File: config.mk
export PLATFORM = sky130hd
export DESIGN_NAME = slw_ctrl
export DESIGN_NICKNAME = d
export VERILOG_FILES = /design/src/pkg/slw_pkg.sv /design/src/hw/slw_ctrl.sv /design/src/hw/slw_sync.sv
export SDC_FILE = /design/constraint.sdc
export NUM_CORES = 1
export LEC_CHECK = 0
export ABC_AREA = 1
export BUFFER_PORTS_ARGS = -buffer_cell sky130_fd_sc_hd__buf_4
export CORE_MARGIN = 8
export CORE_UTILIZATION = 40
export DETAILED_ROUTE_END_ITERATION = 16
export GPL_ROUTABILITY_DRIVEN = 0
export PLACE_DENSITY = 0.56
export SYNTH_ARGS = -nofsm -noshare
export SYNTH_HDL_FRONTEND = slang
export SYNTH_SLANG_ARGS = --single-unit
export TNS_END_PERCENT = 5
File: constraint.sdc
create_clock -name mclk_in -period 1.8 [get_ports mclk_in]
set_input_delay 0.36 -clock mclk_in [delete_from_list [all_inputs] [get_ports mclk_in]]
set_output_delay 0.36 -clock mclk_in [all_outputs]
set_load 0.05 [all_outputs]
File: src/pkg/slw_pkg.sv
package slw_pkg;
  // channel, fault and stage counts, configuration width
  localparam int unsigned NUM_CH     = 5;
  localparam int unsigned NUM_DIR    = 4;
  localparam int unsigned NUM_FAULT  = 8;
  localparam int unsigned CFG_W      = 8;
  localparam int unsigned SYNC_STAGES = 2;

  // fault flag positions
  localparam int unsigned FLT_OPEN   = 0;
  localparam int unsigned FLT_SHORT_SUP = 1;
  localparam int unsigned FLT_SEV_GND = 2;
  localparam int unsigned FLT_OVC    = 3;
  localparam int unsigned FLT_OVT    = 4;
  localparam int unsigned FLT_CLK    = 5;
  localparam int unsigned FLT_UV     = 6;
  localparam int unsigned FLT_OV     = 7;

  // reset values
  localparam logic [CFG_W-1:0]     CFG_RST   = 8'h00;
  localparam logic [NUM_FAULT-1:0] FAULT_RST = 8'h00;
  localparam logic [NUM_CH-1:0]    CH_OFF    = 5'h00;

  // timing: clock 125 MHz
  localparam int unsigned CLK_HZ          = 125_000_000;
  localparam int unsigned SYNC_PERIOD_US  = 6500;   // nominal sense sync period
  localparam int unsigned SYNC_MIN_US     = 4800;
  localparam int unsigned SYNC_MAX_US     = 8200;
  localparam int unsigned SYNC_PERIOD_CYC = SYNC_PERIOD_US * (CLK_HZ / 1_000_000);
  localparam int unsigned SYNC_CNT_W      = 20;

  // pwm counter
  localparam int unsigned PWM_W = 8;

  typedef enum logic [1:0] {
    SLW_OFF,
    SLW_SLEEP,
    SLW_NORMAL,
    SLW_FAIL
  } slw_mode_t;
endpackage

File: src/hw/slw_ctrl.sv
`timescale 1ns/10ps
module slw_ctrl
  import slw_pkg::*;
(
  input  wire logic                 mclk_in,           // 125 MHz logic clock
  input  wire logic                 nrst_in,           // async reset, active low
  input  wire logic                 ce_in,             // clock enable, freezes state except the power-off clear
  input  wire logic                 wake_in,           // internal wake level
  input  wire logic                 host_reset_in,     // host reset pin, async
  input  wire logic                 woke_by_reset_in,  // wake source was host reset
  input  wire logic                 bat_por_ok_in,     // battery above por, async
  input  wire logic                 vlog_por_ok_in,    // logic supply above por, async
  input  wire logic                 gnd_lost_in,       // ground loss detect, async
  input  wire logic                 fail_mode_in,      // fail-mode pin, async
  input  wire logic [NUM_DIR-1:0]   direct_in,         // direct channel inputs, async
  input  wire logic                 spi_err_in,        // spi error pulse incl watchdog
  input  wire logic                 spi_wd_timeout_in, // spi watchdog expired pulse
  input  wire logic                 cfg_we_in,         // configuration write strobe
  input  wire logic [2:0]           cfg_sel_in,        // configuration word select
  input  wire logic [CFG_W-1:0]     cfg_wdata_in,      // configuration write data
  input  wire logic                 rd_req_in,         // register read request
  input  wire logic [NUM_FAULT-1:0] fault_set_in,      // fault events from detectors
  input  wire logic                 fault_clr_in,      // clear fault flags
  input  wire logic                 pwm_clk_fail_in,   // pwm clock failure level
  input  wire logic                 clk_pin_in,        // shared clock pin input
  output logic                      clk_pin_out,       // shared clock pin output
  output logic                      clk_pin_oe_out,    // shared clock pin drive enable
  output logic [NUM_CH-1:0]         power_channels,    // power channel gates
  output logic                      external_switch_output,    // external switch drive
  output logic                      external_switch_oe_out,    // external switch enable
  output logic [NUM_FAULT-1:0]      fault_out,         // fault flags
  output logic [CFG_W-1:0]          rd_data_out,       // read data
  output logic                      rd_valid_out,      // read data valid
  output logic                      sense_sync_output, // current sense sync pulse
  output logic [1:0]                mode_out,          // present mode
  output logic                      wd_expire_out,     // watchdog timeout request
  output logic                      clk_pin_sample_out // synchronised clock pin level
);
  // synchronised asynchronous levels
  logic [NUM_DIR+5:0] async_bus;
  logic [NUM_DIR+5:0] sync_bus;
  logic               bat_ok;
  logic               vlog_ok;
  logic               gnd_lost;
  logic               fail_pin;
  logic               host_rst;
  logic               clk_pin_s;
  logic [NUM_DIR-1:0] dir_s;

  assign async_bus = {clk_pin_in, direct_in, host_reset_in, fail_mode_in,
                      gnd_lost_in, vlog_por_ok_in, bat_por_ok_in};

  slw_sync #(.W(NUM_DIR + 6)) u_sync (
    .mclk_in (mclk_in),
    .nrst_in (nrst_in),
    .ce_in   (ce_in),
    .d_in    (async_bus),
    .q_out   (sync_bus)
  );

  assign bat_ok    = sync_bus[0];
  assign vlog_ok   = sync_bus[1];
  assign gnd_lost  = sync_bus[2];
  assign fail_pin  = sync_bus[3];
  assign host_rst  = sync_bus[4];
  assign dir_s     = sync_bus[NUM_DIR+4:5];
  assign clk_pin_s = sync_bus[NUM_DIR+5];

  // supply situation decode
  logic power_off;
  logic bat_loss_only;
  logic vlog_loss_only;
  assign power_off      = !bat_ok && !vlog_ok;
  assign bat_loss_only  = !bat_ok && vlog_ok;
  assign vlog_loss_only = bat_ok && !vlog_ok;

  // clear asserted on the clock by power off, released on the clock
  logic clr_n_meta_r;
  logic clr_n_r;
  always_ff @(posedge mclk_in or negedge nrst_in) begin
    if (!nrst_in) begin
      clr_n_meta_r <= 1'b0;
      clr_n_r      <= 1'b0;
    end else if (power_off) begin
      clr_n_meta_r <= 1'b0;
      clr_n_r      <= 1'b0;
    end else if (ce_in) begin
      clr_n_meta_r <= 1'b1;
      clr_n_r      <= clr_n_meta_r;
    end
  end

  logic regs_nrst;
  assign regs_nrst = nrst_in && clr_n_r;

  // configuration words: 0..4 channel duty, 5 external switch, 6 and 7 pwm enable
  logic [CFG_W-1:0] duty_r [NUM_CH];
  logic             ext_sw_r;
  logic [NUM_CH-1:0] ch_en_r;
  always_ff @(posedge mclk_in or negedge regs_nrst) begin
    if (!regs_nrst) begin
      for (int i = 0; i < NUM_CH; i++) begin
        duty_r[i] <= CFG_RST;
      end
      ext_sw_r <= 1'b0;
      ch_en_r  <= CH_OFF;
    end else if (ce_in && cfg_we_in && vlog_ok) begin
      if (cfg_sel_in < 3'(NUM_CH)) begin
        duty_r[cfg_sel_in] <= cfg_wdata_in;
      end else if (cfg_sel_in == 3'(NUM_CH)) begin
        ext_sw_r <= cfg_wdata_in[0];
      end else begin
        ch_en_r <= cfg_wdata_in[NUM_CH-1:0];
      end
    end
  end

  // fault flags, a new event wins over a clear
  logic [NUM_FAULT-1:0] fault_r;
  logic [NUM_FAULT-1:0] fault_nxt;
  logic [NUM_FAULT-1:0] fault_evt;
  assign fault_evt = fault_set_in | (NUM_FAULT'(pwm_clk_fail_in) << FLT_CLK);
  assign fault_nxt = (fault_clr_in ? FAULT_RST : fault_r) | fault_evt;
  always_ff @(posedge mclk_in or negedge regs_nrst) begin
    if (!regs_nrst) begin
      fault_r <= FAULT_RST;
    end else if (ce_in) begin
      fault_r <= fault_nxt;
    end
  end
  assign fault_out = fault_r;

  // mode decode
  slw_mode_t mode_r;
  slw_mode_t mode_nxt;
  logic      fail_req;
  assign fail_req = fail_pin || spi_err_in || spi_wd_timeout_in || vlog_loss_only;

  // wake level selects sleep or operation
  always_comb begin
    mode_nxt = mode_r;
    case (mode_r)
      SLW_OFF:    mode_nxt = power_off ? SLW_OFF : (wake_in ? SLW_NORMAL : SLW_SLEEP);
      SLW_SLEEP:  mode_nxt = wake_in ? (fail_req ? SLW_FAIL : SLW_NORMAL) : SLW_SLEEP;
      SLW_NORMAL: mode_nxt = !wake_in ? SLW_SLEEP : (fail_req ? SLW_FAIL : SLW_NORMAL);
      SLW_FAIL:   mode_nxt = !wake_in ? SLW_SLEEP : (fail_req ? SLW_FAIL : SLW_NORMAL);
      default:    mode_nxt = SLW_OFF;
    endcase
    if (power_off) begin
      mode_nxt = SLW_OFF;
    end
  end

  always_ff @(posedge mclk_in or negedge nrst_in) begin
    if (!nrst_in) begin
      mode_r <= SLW_OFF;
    end else if (ce_in) begin
      mode_r <= mode_nxt;
    end
  end
  assign mode_out = mode_r;

  // logic supply gone with battery present: watchdog is forced to expire
  assign wd_expire_out = vlog_loss_only;

  // free running pwm counter
  logic [PWM_W-1:0] pwm_cnt_r;
  always_ff @(posedge mclk_in or negedge nrst_in) begin
    if (!nrst_in) begin
      pwm_cnt_r <= '0;
    end else if (ce_in) begin
      pwm_cnt_r <= pwm_cnt_r + PWM_W'(1);
    end
  end

  // channel drive selection
  logic [NUM_CH-1:0] pwm_drive;
  logic [NUM_CH-1:0] dir_drive;
  logic [NUM_CH-1:0] ch_nxt;
  logic              ch_kill;
  always_comb begin
    for (int i = 0; i < NUM_CH; i++) begin
      pwm_drive[i] = ch_en_r[i] && (pwm_cnt_r < duty_r[i]);
    end
  end
  // direct inputs; the fifth channel has no direct input
  assign dir_drive = {1'b0, dir_s};
  // channels off on battery or ground loss
  assign ch_kill = power_off || !bat_ok || gnd_lost;
  assign ch_nxt  = ch_kill ? CH_OFF :
                   (mode_r == SLW_NORMAL) ? pwm_drive :
                   (mode_r == SLW_FAIL)   ? dir_drive : CH_OFF;

  // channels cut combinationally from the synchronised levels, bypassing the channel register
  logic [NUM_CH-1:0] ch_r;
  always_ff @(posedge mclk_in or negedge nrst_in) begin
    if (!nrst_in) begin
      ch_r <= CH_OFF;
    end else if (ce_in) begin
      ch_r <= ch_nxt;
    end
  end
  assign power_channels = ch_kill ? CH_OFF : ch_r;

  // external switch follows configuration while logic supply holds
  // ground lost: released so the pull-up wins
  logic ext_r;
  always_ff @(posedge mclk_in or negedge nrst_in) begin
    if (!nrst_in) begin
      ext_r <= 1'b0;
    end else if (ce_in) begin
      ext_r <= ext_sw_r && vlog_ok && !gnd_lost;
    end
  end
  assign external_switch_output = ext_r;
  assign external_switch_oe_out = vlog_ok && !gnd_lost;

  // read path needs the logic supply
  logic [CFG_W-1:0] rd_data_r;
  logic             rd_valid_r;
  always_ff @(posedge mclk_in or negedge nrst_in) begin
    if (!nrst_in) begin
      rd_data_r  <= '0;
      rd_valid_r <= 1'b0;
    end else if (ce_in) begin
      rd_valid_r <= rd_req_in && vlog_ok;
      rd_data_r  <= (rd_req_in && vlog_ok) ? fault_r : '0;
    end
  end
  assign rd_data_out  = rd_data_r;
  assign rd_valid_out = rd_valid_r;

  // default sense sync period on pwm clock failure
  logic [SYNC_CNT_W-1:0] sync_cnt_r;
  logic                  sync_pulse_r;
  localparam logic [SYNC_CNT_W-1:0] SYNC_LAST = SYNC_CNT_W'(SYNC_PERIOD_CYC - 1);
  always_ff @(posedge mclk_in or negedge nrst_in) begin
    if (!nrst_in) begin
      sync_cnt_r   <= '0;
      sync_pulse_r <= 1'b0;
    end else if (ce_in) begin
      if (!pwm_clk_fail_in || sync_cnt_r == SYNC_LAST) begin
        sync_cnt_r <= '0;
      end else begin
        sync_cnt_r <= sync_cnt_r + SYNC_CNT_W'(1);
      end
      sync_pulse_r <= pwm_clk_fail_in && (sync_cnt_r == SYNC_LAST);
    end
  end
  assign sense_sync_output = sync_pulse_r;

  logic report_r;
  always_ff @(posedge mclk_in or negedge nrst_in) begin
    if (!nrst_in) begin
      report_r <= 1'b0;
    end else if (ce_in) begin
      report_r <= !host_rst && wake_in && !woke_by_reset_in && bat_ok
                  && mode_r != SLW_OFF;
    end
  end
  assign clk_pin_out        = report_r;
  assign clk_pin_oe_out     = report_r;
  assign clk_pin_sample_out = clk_pin_s;
endmodule

File: src/hw/slw_sync.sv
`timescale 1ns/10ps
// two-flop synchroniser for a vector of asynchronous levels
module slw_sync
  import slw_pkg::*;
#(
  parameter int unsigned W = 1
) (
  input  wire logic         mclk_in,  // system clock
  input  wire logic         nrst_in,  // async reset, active low
  input  wire logic         ce_in,    // clock enable
  input  wire logic [W-1:0] d_in,     // asynchronous levels
  output logic      [W-1:0] q_out     // synchronised levels
);
  logic [W-1:0] meta_r;
  logic [W-1:0] q_r;

  // first stage is read by the second stage only
  always_ff @(posedge mclk_in or negedge nrst_in) begin
    if (!nrst_in) begin
      meta_r <= '0;
      q_r    <= '0;
    end else if (ce_in) begin
      meta_r <= d_in;
      q_r    <= meta_r;
    end
  end

  assign q_out = q_r;
endmodule

# ---- Yosys cells after proc, flatten, opt, wreduce, memory -nomap -nowiden
# Index checks and enable logic that the tools add are counted.
dict set report totals {
  ff_bits 123
  inputBits 40
  output_inout_bits 31
  wordCells 99
}
dict set report classes {
  add_sub_neg 2
  order_cmp 8
  n_eq_ne 5
  muxes 19
  n_bitwise 5
  reduce_logical 39
}
# operator count
set op_table {}
lappend op_table {{bitwise mux 40 bit} 1}
lappend op_table {{less-than comparator 8 bit} 5}
lappend op_table {{demux 8 bit (select 3 bit)} 1}
lappend op_table {{two-way mux 8 bit} 3}
lappend op_table {{adder 20 x 1 -> 20 bit, second input constant} 1}
lappend op_table {{equality test 20 bit, second input constant} 1}
lappend op_table {{logical AND 1 bit} 20}
lappend op_table {{two-way mux 20 bit} 1}
lappend op_table {{two-way mux 5 bit} 3}
lappend op_table {{adder 8 x 1 -> 8 bit, second input constant} 1}
lappend op_table {{OR 8 x 6 -> 8 bit} 1}
lappend op_table {{OR 8 bit} 1}
lappend op_table {{zero test 1 bit} 6}
lappend op_table {{logical OR 1 bit} 6}
lappend op_table {{two-way mux 2 bit} 3}
lappend op_table {{AND reduction 3 bit} 2}
lappend op_table {{two-way mux 1 bit} 5}
lappend op_table {{equality test 2 bit, second input constant} 2}
lappend op_table {{greater-or-equal comparator 4 bit, second input constant} 1}
lappend op_table {{less-than comparator 4 x 1 -> 1 bit, second input constant} 1}
lappend op_table {{two-way mux 4 bit} 1}
lappend op_table {{inverter 3 -> 4 bit} 1}
lappend op_table {{one-hot mux 2 bit (2 select lines)} 1}
lappend op_table {{nonzero test 2 bit} 2}
lappend op_table {{other kinds (7)} 8}

# ---- Longest topological paths before layout
# Gate-level depths: netlist (run 1).
dict set report logic_depth {
  word_depth 7
  mapped_depth 11
  ltp_nobuf 11
}

# ---- Modules after synthesis
# Synthesis (run 1) repeated with hierarchy kept, for this count alone.
dict set report hier_totals {
  cells_unflattened 749
  area_unflattened_um2 6256.0
}
# module instances cells_per_inst area_each_um2 seq_area_each_um2
set modules_own_cells {}
lappend modules_own_cells {slw_ctrl 1 664 5489.0 2577.5}
lappend modules_own_cells {slw_sync 1 85 767.0 500.5}

# ---- Worst setup path before layout (run 1)
# Ideal clock, no wire load.
dict set report synth_timing {
  kind {register to output}
  from {register u_sync.q_r[2], in the netlist u_sync.q_out[2]}
  to {output port power_channels[0]}
  t_arrival_ns 1.215
  required_ns 1.440
  slack_ns 0.225
  path_stages_with_launch 4
  path_buffers 0
  path_cell_list {dfrtp_1 inv_1 nand2_1 nor2_1}
}
dict set report synth_between {
  elab_chain_cells 2
}
# element line
set synth_lines {}
lappend synth_lines {{start: declaration} slw_sync.sv:15} ;# logic [W-1:0] q_r;
lappend synth_lines {{start signal: assignment} slw_sync.sv:24} ;# q_r <= meta_r;
lappend synth_lines {{logical OR 1 bit} slw_ctrl.sv:189} ;# assign ch_kill = power_off || !bat_ok || gnd_lost;
lappend synth_lines {{two-way mux 5 bit} slw_ctrl.sv:203} ;# assign power_channels = ch_kill ? CH_OFF : ch_r;
lappend synth_lines {{end: declaration} slw_ctrl.sv:28} ;# output logic [NUM_CH-1:0] power_channels,
# Every way passes these cells.

# ---- Worst setup path in the final report (run 1)
# Ends and elaborated chain as after synthesis.

==> impl_metrics.csv, run 1 <==
group,metric,value,unit
floorplanning,core_area,15200,µm²
power,p_sw_share,33.0,%
grt,grt_pass1_wl,24.7,mm
grt,grt_pass1_vias,4934,
grt,top_usage_layer,"met2",
logic_synthesis,yosys-top-cells-area,"dfrtp_1, nand2_1, ha_1",
floorplanning,die_height,141,µm
final_layout,nets,898,
critical_path,criticalPathCategory,"reg2out",
clock_tree,cts.sinks,123,
final_layout,diodes,0,
grt,grt_util_met3,3.98,%
critical_path,required,1.44,ns
logic_synthesis,synthesis.nets,816,
timing,max_slew_margin,74.9,%
logic_synthesis,syn_area,6200,µm²
logic_synthesis,async_reset_ff_share,100,%
status,status,"finished, final reports clean",
grt,grt_max_degree,55,
drt,dr.pass1.iters,4,
grt,use_met2,26.5,%
timing,finalSetupViolCount,0,
clock_tree,clock_path_buffers,2,
logic_synthesis,synth_commonest_cells,"nand2_1, dfrtp_1, inv_1, o21ai_0, nor2_1",
logic_synthesis,yosysMostFrequentCell,"nand2_1",
timing,fin_crit_sh,95.3,%
timing,tightest_slew,0.374,ns
timing,finClkSkew,0.00889,ns
logic_synthesis,ys_types,33,
clock_tree,cts_tree,"yes",
grt,grtUsageMet1,18.9,%
min_path,worstHoldPathType,"in2reg",
floorplanning,ios,71,
power,clkPwrFrac,36.3,%
timing,fin_crit,1.71,ns
power,p_int,5.95,mW
logic_synthesis,yosys_warnings,0,
clock_tree,htreeDepth,4,
power,irDropWorstVdd,0.000667,V
logic_synthesis,netlist_instances,739,
job,drv_cap,0,
drt,wirelength,14.4,mm
drt,initialDrtViolationCount,203,
power,p_leak,3.82,nW
placed_design,placed_cells,989,
power,p_per_area,1170,nW/µm²
critical_path,cpPeakStageDelay,0.37,ns
timing,drv_slew,0,
floorplanning,start_util,40.8,%
power,p_sw,2.93,mW
logic_synthesis,synthFlopType,"dfrtp_1",
critical_path,worstSetupEndpointType,"output pin",
logic_synthesis,avgSynthCellArea,8.39,µm²
timing,rsz0062_at_grt,"false",
clock_tree,insertion_delay,0.42,ns
floorplanning,dieArea,19700,µm²
critical_path,arrival,1.35,ns
timing,fmax,583,MHz
logic_synthesis,synth-seq-cells,123,
drt,wl_per_cell,14.1,µm
logic_synthesis,yosysTopAreaCell,"dfrtp_1",
timing,timing_hold_violations_final,0,
clock_tree,cts_made_buffers,17,
grt,grt.total_usage,15.6,%
logic_synthesis,synth_edf_count,0,
placed_design,place_hpwl,10.6,mm
critical_path,cpMaxStageDelayCell,"dfrtp_1",
power,seq_power_share,39.8,%
clock_tree,cts.clk_slew.worst_paths,0.06,ns
logic_synthesis,yosys.area.top_type_share,49.6,%
critical_path,cp_max_fo,8,
logic_synthesis,synth-seq-area-share,49.6,%
floorplanning,rows,45,
grt,grt_overflow,0,
drt,dr_total_vias,4882,
drt,vias_per_cell,4.78,
grt,antenna_found_initial,0,
final_layout,drive_gt1_share,16.3,%
timing,tns,0,ns
final_layout,instances_no_fill,1022,
critical_path,cp_cell_sequence,"inv_1 -> nand2_4 -> nor2_2 -> buf_4",
final_layout,fill_cells,1449,
clock_tree,cts-root-buf,"clkbuf_16",
floorplanning,fp.dieW,141,µm
drt,drcViolationCount,0,
drt,ant_nets,0,
placed_design,numPortBuffers,70,
critical_path,critPathLaunchType,"flop",
power,pwr-share-comb,23.9,%
final_layout,syn_to_final_growth,22.3,%
-- path summary, 6_finish.rpt --
check / startpoint / to / slack, ns / depth (start not counted)
max: u_sync.q_out[2] / power_channels[0] / 0.09 / 4
min: direct_in[0] / u_sync.meta_r[5] / 0.14 / 3
max reg2reg: sync_cnt_r[0] / sync_cnt_r[10] / 0.19 / 9
min reg2reg: clr_n_r / fault_out[2] / 0.38 / 3
max in group asynchronous: nrst_in / duty_r[38] / 0.70 / 5
min in group asynchronous: nrst_in / sync_cnt_r[10] / 0.37 / 2
-- repair_timing --
action,CTS,global route
hold buffers,1,0
endpoints found under the hold margin,17,0
buffers inserted,0,0
endpoints found under the setup margin,6,18
resized for setup,8,3
-- registers in the layout, indices dropped and copies added (netlist names) --
signal / flops
external_switch_output: 1
fault_out: 8
ext_sw_r: 1
mode_out: 2
rd_data_out: 8
duty_r: 40
ch_en_r: 5
sync_cnt_r: 20
u_sync.q_out: 10
sense_sync_output: 1
u_sync.meta_r: 10
ch_r: 5
clr_n_r: 1
clr_n_meta_r: 1
pwm_cnt_r: 8
clk_pin_oe_out: 1
rd_valid_out: 1
-- cell families (layout without fill, tap and decap cells) --
| kind of cell | Yosys count | in the layout | share of synthesized area, % |
|---|---|---|---|
| xor gates and xnor gates | 20 | 20 | 2.82 |
| adders and majority gates | 37 | 37 | 7.47 |
| AOI/OAI and AO/OA | 112 | 112 | 9.58 |
| buffers and inverters | 126 | 221 | 8.07 |
| and+or+nand+nor | 321 | 321 | 22.4 |
| DFF | 123 | 123 | 49.6 |
-- area by class of cell --
class / count / area [µm²] / area share (%)
Sequential cell: 123 / 3080 / 40.6
Multi-Input combinational cell: 490 / 2640 / 34.8
Timing Repair Buffer: 81 / 656 / 8.64
Clock buffer: 19 / 443 / 5.84
Inverter: 108 / 409 / 5.39
Tap cell: 188 / 235 / 3.10
Clock inverter: 13 / 120 / 1.58
-- power groups by stage --
stage / Combinational (mW) / Sequential [mW] / Clock [mW]
2_1_floorplan: 1.37 / 3.62 / 0
3_3_place_gp: 2.05 / 3.57 / 0
3_5_place_dp: 2.12 / 3.58 / 0
4_1_cts: 2.15 / 3.53 / 3.30
5_1_grt: 2.45 / 3.59 / 3.44
6_report: 2.12 / 3.53 / 3.23
-- cell usage in the layout, fill, tap and decap left out, types with 4 or more instances in the layout --
cell	count
nand2_1	204
dfrtp_1	122
inv_1	103
o21ai_0	78
buf_4	75
nor2_1	54
ha_1	36
nand3_1	28
a21oi_1	21
clkbuf_16	17
xor2_1	12
xnor2_1	8
nor3_1	8
nand4_1	6
nor2_2	5
o21a_1	5
clkinv_4	5
inv_2	4
nand4_4	4
clkinvlp_4	4
-- layer usage --
metal	routed length, µm	part of all wire (%)
met4	162	1.1
met2	7170	50
met5	0	0
met3	443	3.1
met1	6600	46
-- critical path: cells and delay by family (launching register included) --
kind	cells	cell delay [ns]
flops	1	0.37
buf+inv	2	0.33
simple gates	2	0.24
-- stage by stage --
step | setup WS (ns) | power, mW | cell area [µm²] | hold WS [ns] | utilization [%]
finish | 0.0853 | 8.88 | 7580 | 0.139 | 49.9
global route | 0.000710 | 9.49 | 7580 | 0.127 | 49.9
CTS | -0.00419 | 8.98 | 7570 | 0.122 | 49.8
detailed placement | 0.107 | 5.70 | 6980 | 0.270 | 45.9
global placement | 0.172 | 5.62 | 6980 | 0.262 | 45.9
floorplan | 0.0797 | 4.99 | 6200 | 0.0644 | -
(Power assumes the default switching activity.)
==> run 2: changes to the inputs <==
MAX_ROUTING_LAYER = met4   (was not set)
==> impl_metrics.csv, run 2 (synthesized netlist as in run 1, its figures left out) <==
group,metric,value,unit
grt,grt_overflow,0,
critical_path,cp_cell_sequence,"inv_1 -> nand2_4 -> nor2_2 -> buf_4",
critical_path,required,1.44,ns
timing,rsz0062_at_grt,"false",
grt,antenna_found_initial,0,
critical_path,cpPeakStageDelay,0.37,ns
clock_tree,cts_made_buffers,17,
drt,initialDrtViolationCount,240,
clock_tree,cts.clk_slew.worst_paths,0.06,ns
critical_path,critPathLaunchType,"flop",
final_layout,final_cell_mix,"nand2_1, dfrtp_1, inv_1, o21ai_0, buf_4",
timing,finalSetupViolCount,0,
final_layout,largest_register_ffs,40,
critical_path,critPathBufInv,2,
final_layout,utilization,49.9,%
final_layout,syn_to_final_growth,22.4,%
power,irDropWorstVdd,0.000671,V
timing,fmax,582,MHz
critical_path,cpMaxStageDelayCell,"dfrtp_1",
critical_path,worstSetupEndpointType,"output pin",
placed_design,place_hpwl,10.6,mm
power,p_leak,3.82,nW
timing,tns,0,ns
floorplanning,die_height,141,µm
floorplanning,fp.dieW,141,µm
clock_tree,insertion_delay,0.42,ns
critical_path,arrival,1.36,ns
drt,vias_per_cell,4.76,
final_layout,drive_gt1_share,16.3,%
floorplanning,ios,71,
timing,hold_ws,0.141,ns
final_layout,nets,898,
critical_path,cp_top_family,"flip-flops",
floorplanning,core_area,15200,µm²
floorplanning,dieArea,19700,µm²
timing,tightest_slew,0.376,ns
clock_tree,clock_path_buffers,2,
final_layout,fill_cells,1451,
timing,drv_slew,0,
clock_tree,cts-root-buf,"clkbuf_16",
final_layout,top_regs,"duty_r (40), sync_cnt_r (20)",
final_layout,diodes,0,
clock_tree,cts_tree,"yes",
power,p_per_area,1170,nW/µm²
power,design_power_total,8.88,mW
drt,drcViolationCount,0,
drt,wl_per_cell,14.1,µm
placed_design,numPortBuffers,70,
floorplanning,start_util,40.8,%
timing,fin_crit_sh,95.4,%
clock_tree,cts.sinks,123,
timing,max_slew_margin,74.8,%
timing,fin_crit,1.72,ns
final_layout,top_register,"duty_r",
critical_path,cp_max_fo,8,
grt,grt.total_usage,16.0,%
status,status,"finished, final reports clean",
drt,dr.pass1.iters,5,
critical_path,criticalPathCategory,"reg2out",
timing,timing_hold_violations_final,0,
clock_tree,htreeDepth,4,
floorplanning,rows,45,
grt,grt_max_degree,55,
min_path,worstHoldPathType,"in2reg",
drt,wirelength,14.4,mm
drt,ant_nets,0,
grt,grt_pass1_wl,24.8,mm
grt,grt_pass1_vias,4935,
final_layout,mostFrequentLayoutCell,"nand2_1",
timing,finClkSkew,0.00663,ns
job,drv_cap,0,
drt,dr_total_vias,4864,
## run 2: stage by stage
stage / setup WS [ns] / area [µm²] / std cells
2_1_floorplan: 0.0797 / 6200 / 739
3_3_place_gp: 0.172 / 6980 / 989
3_5_place_dp: 0.107 / 6980 / 989
4_1_cts: -0.00419 / 7570 / 1022
5_1_grt: 0.00232 / 7590 / 1022
6_report: 0.0833 / 7590 / 1022
## run 2: final timing paths
check	from	end	cells past startpoint	slack (ns)
max	u_sync.q_out[2]	power_channels[0]	4	0.08
min	direct_in[0]	u_sync.meta_r[5]	3	0.14
max reg2reg	sync_cnt_r[0]	sync_cnt_r[19]	9	0.18
min reg2reg	clr_n_r	fault_out[2]	3	0.39
max in group asynchronous	nrst_in	duty_r[17]	5	0.69
min in group asynchronous	nrst_in	sync_cnt_r[7]	2	0.38
## run 2: layout make-up
| cell class | count | area (µm²) | share of cell area (%) |
|---|---|---|---|
| clock buffers | 19 | 443 | 5.84 |
| clock inverters | 13 | 120 | 1.58 |
| inverters | 108 | 409 | 5.39 |
| multi-input cells | 490 | 2640 | 34.8 |
| flip-flops and latches | 123 | 3080 | 40.6 |
| well taps | 188 | 235 | 3.10 |
| repair buffers | 81 | 659 | 8.69 |
## run 2: report_power, final
group | leakage (nW) | internal (mW) | switching, mW
logic | 1.95 | 0.856 | 1.26
registers | 1.61 | 3.16 | 0.371
clock network | 0.269 | 1.94 | 1.29
## run 2: worst register-to-register path: cells and delay by family, from the launching register on
family,cells,cell delay [ns]
flip-flops,1,0.37
buffers and inverters,2,0.25
AND/OR/NAND/NOR,6,0.65
adder cells (fa/ha/maj),1,0.24
## run 2: routing by layer
metal  up-vias  global-route usage (%)  part of all wire, %
li1       2514                       -                    -
met1      2286                    19.0                   46
met2        54                    26.6                   51
met3        10                    4.18                  2.9
met4         0                    4.47                 0.85
met5         -                       -                    0
## run 2: repair_timing
action | in CTS | in global routing
gates cloned | 0 | 0
buffers inserted | 0 | 0
endpoints found under the hold margin | 17 | 0
gates resized for setup | 8 | 4
hold buffers | 1 | 0
endpoints found under the setup margin | 6 | 19
==> run 3: changes to the inputs <==
CELL_PAD_IN_SITES_DETAIL_PLACEMENT = 1   (was not set)
CELL_PAD_IN_SITES_GLOBAL_PLACEMENT = 1   (was not set)
GPL_TIMING_DRIVEN = 0   (was not set)
PLACE_DENSITY = 0.72   (was 0.56)
==> impl_metrics.csv, run 3 (synthesized netlist as in run 1, its figures left out) <==
group,metric,value,unit
final_layout,nets,907,
final_layout,top_regs,"duty_r (40), sync_cnt_r (20)",
critical_path,criticalPathCategory,"reg2out",
clock_tree,cts_hold_buf,0,
timing,drv_slew,0,
floorplanning,dieArea,19700,µm²
critical_path,cp_cell_sequence,"inv_1 -> nand2_2 -> nor2_1 -> buf_6",
min_path,worstHoldPathType,"in2async",
floorplanning,die_height,141,µm
clock_tree,cts_tree,"yes",
drt,wirelength,17.8,mm
timing,hold_ws,0.0522,ns
power,p_leak,3.82,nW
grt,top_usage_layer,"met2",
timing,finalSetupViolCount,0,
clock_tree,clock_path_buffers,2,
drt,drcViolationCount,0,
floorplanning,rows,45,
power,irDropWorstVdd,0.000715,V
critical_path,cpMaxStageDelayCell,"dfrtp_1",
placed_design,place_hpwl,13.0,mm
final_layout,top_register,"duty_r",
grt,grt_max_degree,71,
final_layout,final_cell_mix,"nand2_1, dfrtp_1, inv_1, o21ai_0, buf_4",
timing,fmax,564,MHz
timing,fin_crit_sh,98.5,%
final_layout,drive_gt1_share,16.5,%
drt,wl_per_cell,17.2,µm
final_layout,design_area,7580,µm²
clock_tree,insertion_delay,0.42,ns
job,drv_cap,0,
floorplanning,core_area,15200,µm²
clock_tree,htreeDepth,4,
floorplanning,ios,71,
power,design_power_total,8.92,mW
critical_path,cpPeakStageDelay,0.37,ns
drt,dr.pass1.iters,4,
drt,vias_per_cell,5.10,
placed_design,numPortBuffers,70,
grt,grt_util_met3,3.67,%
critical_path,arrival,1.41,ns
clock_tree,cts_made_buffers,17,
floorplanning,start_util,40.8,%
grt,grt_overflow,0,
drt,ant_nets,0,
critical_path,worstSetupEndpointType,"output pin",
grt,antenna_found_initial,0,
critical_path,reg2reg_slack,0.09,ns
grt,grt_pass1_wl,29.9,mm
timing,max_slew_margin,40.1,%
final_layout,syn_to_final_growth,22.2,%
timing,tns,0,ns
critical_path,required,1.44,ns
floorplanning,fp.dieW,141,µm
placed_design,placed_cell_area,6980,µm²
final_layout,largest_register_ffs,40,
final_layout,mostFrequentLayoutCell,"nand2_1",
clock_tree,cts.clk_slew.worst_paths,0.06,ns
grt,use_met2,33.7,%
critical_path,cp_max_fo,8,
timing,tightest_slew,0.899,ns
clock_tree,cts-root-buf,"clkbuf_16",
timing,finClkSkew,0.00669,ns
clock_tree,cts.sinks,123,
grt,grt.total_usage,19.5,%
grt,grt_pass1_vias,5943,
final_layout,diodes,0,
drt,initialDrtViolationCount,309,
timing,fin_crit,1.77,ns
timing,timing_hold_violations_final,0,
power,p_per_area,1180,nW/µm²
grt,grtUsageMet1,22.4,%
final_layout,utilization,49.8,%
status,status,"finished, final reports clean",
critical_path,critPathLaunchType,"flop",
drt,dr_total_vias,5254,
timing,rsz0062_at_grt,"true",
[run 3: metrics by stage]
stage,cells,setup WS [ns]
after floorplan,739,0.0797
after global placement,997,-1.52
after detailed placement,998,-0.0480
after CTS,1030,0.00661
after global routing,1031,-0.0337
final,1031,0.0276
[run 3: per-layer routing]
| metal | wire, µm | vias up | part of all wire, % |
|---|---|---|---|
| li1 | - | 2527 | - |
| met1 | 7670 | 2633 | 43 |
| met2 | 9400 | 71 | 53 |
| met3 | 387 | 23 | 2.2 |
| met4 | 293 | 0 | 1.7 |
| met5 | 0 | - | 0 |
[run 3: final timing paths]
| path | start | endpoint | cells after the start |
|---|---|---|---|
| setup / recovery | u_sync.q_out[2] | power_channels[3] | 4 |
| hold / removal | nrst_in | sync_cnt_r[10] | 1 |
| setup reg to reg | sync_cnt_r[0] | sync_cnt_r[7] | 9 |
| min in group mclk_in | direct_in[1] | u_sync.meta_r[6] | 3 |
| hold reg to reg | clr_n_r | fault_out[2] | 2 |
| max in group asynchronous | nrst_in | duty_r[30] | 4 |
[run 3: layout make-up]
class,count,area [µm²]
Fill cell,1833,7620
Multi-Input combinational cell,490,2650
Clock inverter,15,118
Sequential cell,123,3080
Clock buffer,17,425
Inverter,108,405
Tap cell,188,235
Timing Repair Buffer,72,572
Buffer,18,95.1
[run 3: repair_timing]
item	in CTS	in global routing
endpoints found under the setup margin	16	17
pin swaps	0	1
hold endpoints to repair	0	0
gates resized for setup	4	9
setup buffers	0	1
[run 3: power breakdown]
| part | total [mW] | internal [mW] | switching [mW] |
|---|---|---|---|
| clock | 3.13 | 1.78 | 1.36 |
| combinational | 2.22 | 0.861 | 1.36 |
| sequential | 3.56 | 3.16 | 0.405 |
[run 3: critical path, delay by kind of cell, from the launching register on]
| kind | cells | cell delay (ns) |
|---|---|---|
| AND/OR/NAND/NOR | 2 | 0.34 |
| buffers and inverters | 2 | 0.28 |
| flip-flops | 1 | 0.37 |
